`config.mk`:
```
export PLATFORM = sky130hd
export DESIGN_NAME = ros_bank
export DESIGN_NICKNAME = d
export VERILOG_FILES = /design/src/logic/ros_pkg.sv /design/src/logic/ros_pin_mux.sv /design/src/logic/ros_bank.sv
export VERILOG_INCLUDE_DIRS = /design/src /design/src/logic
export SDC_FILE = /design/constraint.sdc
export NUM_CORES = 1
export LEC_CHECK = 0
export BUFFER_PORTS_ARGS = -buffer_cell sky130_fd_sc_hd__buf_4
export CORE_MARGIN = 3
export CORE_UTILIZATION = 52
export DETAILED_ROUTE_END_ITERATION = 8
export PLACE_DENSITY = 0.8
export REMOVE_ABC_BUFFERS = 1
export SYNTH_ARGS = -nofsm -noshare
export SYNTH_HDL_FRONTEND = slang
export SYNTH_SLANG_ARGS = --single-unit
```
`constraint.sdc`:
```
create_clock -name clk -period 1.6 [get_ports clk]
set_input_delay 0 -clock clk [delete_from_list [all_inputs] [get_ports clk]]
set_output_delay 0 -clock clk [all_outputs]
set_load 0.005 [all_outputs]
```
`src/logic/ros_params.svh`:
```
// Constants for the remappable output select bank: offsets, field positions, resets.
// Assumes inclusion by bare name from any file that needs them.
`ifndef ROS_PARAMS_SVH
`define ROS_PARAMS_SVH

`define ROS_ADDR_W        4
`define ROS_OFF_PINS_8_9  4'h0
`define ROS_OFF_PINS_10_11 4'h1
`define ROS_OFF_PINS_12_13 4'h2
`define ROS_OFF_PINS_14_15 4'h3
`define ROS_OFF_PINS_16_17 4'h4
`define ROS_REG_COUNT     5
`define ROS_ODD_LSB       8
`define ROS_EVEN_LSB      0
`define ROS_SEL_W         6
`define ROS_SEL_RESET     6'h00
`define ROS_DATA_W        16
`define ROS_FIRST_PIN     8

`endif

```
`src/logic/ros_pkg.sv`:
```
// Types shared by the remappable output select bank.
// Assumes ros_params.svh sits beside it.
`include "ros_params.svh"
package ros_pkg;
  typedef logic [`ROS_SEL_W-1:0]  ros_sel_t;
  typedef logic [`ROS_DATA_W-1:0] ros_word_t;
endpackage

```
`src/logic/ros_pin_mux.sv`:
```
// One remappable pin: picks a peripheral output by its number.
// Assumes the selector is registered upstream; output is registered here.
`timescale 1ns/100ps
module ros_pin_mux
  import ros_pkg::*;
#(
  parameter int NUM_FUNCS = 64
) (
  input  wire logic                 clk,
  input  wire logic                 rst_b,
  input  wire ros_sel_t             sel,
  input  wire logic [NUM_FUNCS-1:0] periph_out,
  output logic                      pin_out
);

  logic next_pin_out;

  // Selector zero and out-of-range numbers leave the pin low.
  always_comb begin
    next_pin_out = 1'b0;
    if (sel != '0 && int'(sel) < NUM_FUNCS) begin
      next_pin_out = periph_out[sel];
    end
  end

  // Registered so the top output comes straight from a flip-flop.
  always_ff @(posedge clk or negedge rst_b) begin
    if (!rst_b) begin
      pin_out <= 1'b0;
    end else begin
      pin_out <= next_pin_out;
    end
  end

endmodule

```
`src/logic/ros_bank.sv`:
```
// Remappable output select bank for pins 8 to 17: five selector registers.
// Assumes a plain register port; synchronous peripheral outputs.
`timescale 1ns/100ps
`include "ros_params.svh"
module ros_bank
  import ros_pkg::*;
#(
  parameter int NUM_FUNCS   = 64,
  parameter bit SMALL_PKG   = 1'b0
) (
  input  wire logic                   clk,
  input  wire logic                   rst_b,
  input  wire logic [`ROS_ADDR_W-1:0] reg_addr,
  input  wire ros_word_t              reg_wdata,
  input  wire logic                   reg_wr,
  input  wire logic                   reg_rd,
  output ros_word_t                   reg_rdata,
  input  wire logic [NUM_FUNCS-1:0]   periph_out,
  output logic [9:0]                  remap_pin_out,
  output ros_sel_t                    pin8_output_selector,
  output ros_sel_t                    pin9_output_selector,
  output ros_sel_t                    pin10_output_selector,
  output ros_sel_t                    pin11_output_selector,
  output ros_sel_t                    pin12_output_selector,
  output ros_sel_t                    pin13_output_selector,
  output ros_sel_t                    pin14_output_selector,
  output ros_sel_t                    pin15_output_selector,
  output ros_sel_t                    pin16_output_selector,
  output ros_sel_t                    pin17_output_selector
);

  ////////////////////////////////////////////////////////////////////////////
  // Selector storage: index 0 is pin 8, index 9 is pin 17.

  ros_sel_t  sel      [10];
  ros_sel_t  next_sel [10];
  ros_word_t next_reg_rdata;

  // Packs a pin pair into one bus word with unused bits at zero.
  function automatic ros_word_t ros_pack(input ros_sel_t odd_sel, input ros_sel_t even_sel);
    ros_word_t w;
    w = '0;
    w[`ROS_ODD_LSB +: `ROS_SEL_W]  = odd_sel;
    w[`ROS_EVEN_LSB +: `ROS_SEL_W] = even_sel;
    return w;
  endfunction

  // True when the address hits a mapped register.
  function automatic logic ros_hit(input logic [`ROS_ADDR_W-1:0] a);
    return int'(a) < `ROS_REG_COUNT;
  endfunction

  ////////////////////////////////////////////////////////////////////////////
  // Write path: only the two fields are stored; the other bits are dropped.
  always_comb begin
    int idx;
    idx = int'(reg_addr);
    for (int i = 0; i < 10; i++) begin
      next_sel[i] = sel[i];
    end
    if (reg_wr && ros_hit(reg_addr)) begin
      next_sel[2*idx]   = reg_wdata[`ROS_EVEN_LSB +: `ROS_SEL_W];
      next_sel[2*idx+1] = reg_wdata[`ROS_ODD_LSB +: `ROS_SEL_W];
    end
    // Pin 15 has no storage in the small package, so it stays at zero.
    if (SMALL_PKG) begin
      next_sel[15-`ROS_FIRST_PIN] = `ROS_SEL_RESET;
    end
  end

  // Reset clears every selector; no enable gates the new value.
  always_ff @(posedge clk or negedge rst_b) begin
    if (!rst_b) begin
      for (int i = 0; i < 10; i++) begin
        sel[i] <= `ROS_SEL_RESET;
      end
    end else begin
      for (int i = 0; i < 10; i++) begin
        sel[i] <= next_sel[i];
      end
    end
  end

  ////////////////////////////////////////////////////////////////////////////
  // Read path: data stand in the cycle after the strobe; unmapped reads zero.
  always_comb begin
    int idx;
    idx = int'(reg_addr);
    next_reg_rdata = '0;
    if (reg_rd && ros_hit(reg_addr)) begin
      next_reg_rdata = ros_pack(sel[2*idx+1], sel[2*idx]);
    end
  end

  always_ff @(posedge clk or negedge rst_b) begin
    if (!rst_b) begin
      reg_rdata <= '0;
    end else begin
      reg_rdata <= next_reg_rdata;
    end
  end

  ////////////////////////////////////////////////////////////////////////////
  // Selector views for the rest of the chip, straight from the flip-flops.
  assign pin8_output_selector  = sel[0];
  assign pin9_output_selector  = sel[1];
  assign pin10_output_selector = sel[2];
  assign pin11_output_selector = sel[3];
  assign pin12_output_selector = sel[4];
  assign pin13_output_selector = sel[5];
  assign pin14_output_selector = sel[6];
  assign pin15_output_selector = sel[7];
  assign pin16_output_selector = sel[8];
  assign pin17_output_selector = sel[9];

  ////////////////////////////////////////////////////////////////////////////
  // One multiplexer per pin; the pin follows a write two edges after the strobe.
  for (genvar g = 0; g < 10; g++) begin : g_pin
    ros_pin_mux #(
      .NUM_FUNCS (NUM_FUNCS)
    ) u_mux (
      .clk        (clk),
      .rst_b      (rst_b),
      .sel        (sel[g]),
      .periph_out (periph_out),
      .pin_out    (remap_pin_out[g])
    );
  end

endmodule

```
==> metrics.csv <==
metric,value,unit
grt_max_degree,83,
slew_viol_final,0,
max-slew-margin-rel,59.9,%
ioPinCount,174,
mostFrequentLayoutCells,"buf_4, mux4_2, mux2_2",
cp-start-kind,register,
clk_pin_slew,70,ps
grt_pass1_vias,9166,
yosys.cell_types.count,42,
seqCellArea,0.00207,mm2
die-width,138,um
worstRegToRegCells,6,
worstPathBufferInverterCount,1,
multi_input_area,0.00668,mm2
grt_busiest_layer,met2,
synth-simple-area-share,8.04,%
min_to,reg_rdata[12],
p_leak,5.06,nW
rrSetupSlack,-480,ps
holdPathStages,4,
setup_viol,10,
cts_inserted_buffers,9,
ir_drop,716,uV
root_buffer,clkbuf_16,
avgSynthCellArea,12.9,um2
grt_util_met2,56.5,%
clock_sinks,82,
synth-seq-cells,82,
crit_fanout,5,
drt_pass1_iterations,9,
nets,1053,
synth_top_family_by_area,multiplexers,
drive_gt1_share,63.9,%
area_growth,36.7,%
grt_usage,38.1,%
required,1830,ps
antenna_found_initial,0,
hold_violations,0,
power.density,1260,mW/mm2
status,finished with violations,
hp-class,in2reg,
htreeDepth,3,
worstMarginPinSlew,595,ps
crit_path_end_kind,register,
route.antenna.remaining_nets,0,
gp_congestion,1.04,
skew,12.3,ps
yosysSeqAreaShare,22.6,%
crit_type,reg2reg,
use_met3,16.9,%
io_buffer_count,165,
clock_path_buffers,2,
worstReg2RegEnd,g_pin[1].u_mux.pin_out,
routed_wl,39.6,mm
crit_top_cell,mux2i_1,
num_vias,9458,
post-route-period-util,130,%
cts_tree,done,
max_cap_violations,0,
slowest_delay,550,ps
timing.final.ws_setup,-477,ps
synth-async-reset-ratio,100,%
n_fill_cell,1042,
critPathSlowestCell,mux4_2,
hpwlAfterDp,25.1,mm
crit-reg2reg-launch,pin9_output_selector[0],
path_delay_family,multiplexers,
die_height,138,um
rows,47,
clock_latency,370,ps
clock.fmax,0.482,GHz
path_cells,"buf_12, mux4_2, mux2i_1, mux2i_1, o211ai_1, o311ai_2",
avgViaCountPerCell,7.95,
hp-start,reg_rd,
yosys-mux-area-fraction,56.2,%
layout_commonest_cell,buf_4,
start_util,54.0,%
drc_errors,30,
yosysWarnings,0,
synth_fa_ha_area_share,0,%
violations,"DRC, setup timing",
synthFlopType,dfrtp_1,
rsz0062_at_grt,true,
synth.cell_area,0.00909,mm2
placed_area,0.0113,mm2
syn_inst,706,
synth_compound_gate_area_share,7.19,%
grt_overflow_total,0,
synth_edf_count,0,
fin_area,0.0124,mm2
synth_xor_area_share,0,%
min_period,2080,ps
drt_iter0_drc,2152,
timing.hold.ws,91.3,ps
crit_arrival,2310,ps
insertedDiodeCount,0,
core-area,0.0168,mm2
grt_first_pass_wirelength,55.6,mm
gr-usage-met1,47.2,%
wl_per_cell,33.3,um
die-area,0.0191,mm2
worst register-to-register path, stage by stage (launching register included):
cell and delay, ps:
dfrtp_2 470, buf_12 160, mux4_2 550, mux2i_1 190, mux2i_1 170, o211ai_1 240, o311ai_2 160
timing repair:
action                                 4_1_cts  5_1_grt
hold buffers                                14        0
resized for setup                           46       82
pin swaps                                    6       23
setup buffers                               10       12
setup endpoints to repair                   10       15
endpoints found under the hold margin      143        0
gates cloned                                 4        6
layer usage:
metal | routed length, um | vias to the layer above
met1 | 12400 | 4487
met2 | 16500 | 1177
met4 | 3520 | 2
li1 | - | 3420
met5 | 55 | -
met3 | 7170 | 372
metrics by stage:
step	cells	TNS, ps	total power (W)	setup WS [ps]	util [%]
after floorplan	623	-5160	0.00754	-635	-
after global placement	1131	-2200	0.0113	-308	67.0
after detailed placement	1131	-2670	0.0115	-349	67.0
after CTS	1175	-2180	0.0144	-297	71.7
after global routing	1190	-3620	0.0160	-574	73.9
final	1190	-3030	0.0156	-477	73.9
where the power goes:
part | internal (W) | switching, W | leakage (nW)
clock network | 0.00126 | 0.000979 | 0.143
registers | 0.00258 | 0.00113 | 0.998
logic | 0.00555 | 0.00414 | 3.92
flip-flops by register name, indices dropped and copies added, names as in the netlist:
signal and flops:
g_pin.u_mux.pin_out 10, pin10_output_selector 6, pin9_output_selector 6, pin12_output_selector 6, pin16_output_selector 6, pin17_output_selector 6
pin15_output_selector 6, pin11_output_selector 6, reg_rdata 12, pin8_output_selector 6, pin13_output_selector 6, pin14_output_selector 6
area by class of cell:
| cell class | count | share of cell area (%) |
|---|---|---|
| inverter | 7 | 0.211 |
| sequential | 82 | 16.7 |
| clock buffer | 12 | 1.98 |
| multi-input combinational | 534 | 53.8 |
| clock inverter | 4 | 0.413 |
| timing repair buffer | 331 | 24.7 |
| tap | 220 | 2.22 |
cells in the mapped netlist, types with 16 or more instances:
cell | count | area share [%]
a21oi_1 | 25 | 1.4
buf_4 | 27 | 2.2
nand3_1 | 19 | 1.0
nand2_1 | 63 | 2.6
nor2_1 | 16 | 0.66
mux2i_1 | 43 | 4.7
clkbuf_1 | 16 | 0.66
mux4_2 | 133 | 33
buf_2 | 25 | 1.4
dfrtp_1 | 82 | 23
mux4_1 | 33 | 9.5
mux2_2 | 72 | 8.9
o21ai_0 | 22 | 1.2
cell families (layout without fill, tap and decap cells):
logic type / Yosys count / after routing
AO/OA/AOI/OAI: 98 / 98
buffers and inverters: 93 / 354
flip-flops: 82 / 82
multiplexers: 281 / 281
other: 1 / 4
AND/OR/NAND/NOR: 151 / 151
how the worst max path moves through the flow:
stage | start | to | slack (ps) | depth (start not counted)
2_1_floorplan | pin17_output_selector[0] | g_pin[9].u_mux.pin_out | -640 | 4
3_3_place_gp | pin15_output_selector[0] | g_pin[7].u_mux.pin_out | -310 | 5
3_5_place_dp | pin15_output_selector[0] | g_pin[7].u_mux.pin_out | -350 | 5
4_1_cts | pin9_output_selector[0] | g_pin[1].u_mux.pin_out | -300 | 6
5_1_grt | pin11_output_selector[0] | g_pin[3].u_mux.pin_out | -570 | 7
6_report | pin9_output_selector[0] | g_pin[1].u_mux.pin_out | -480 | 6
Note: power is estimated with default switching activity, not from simulation.
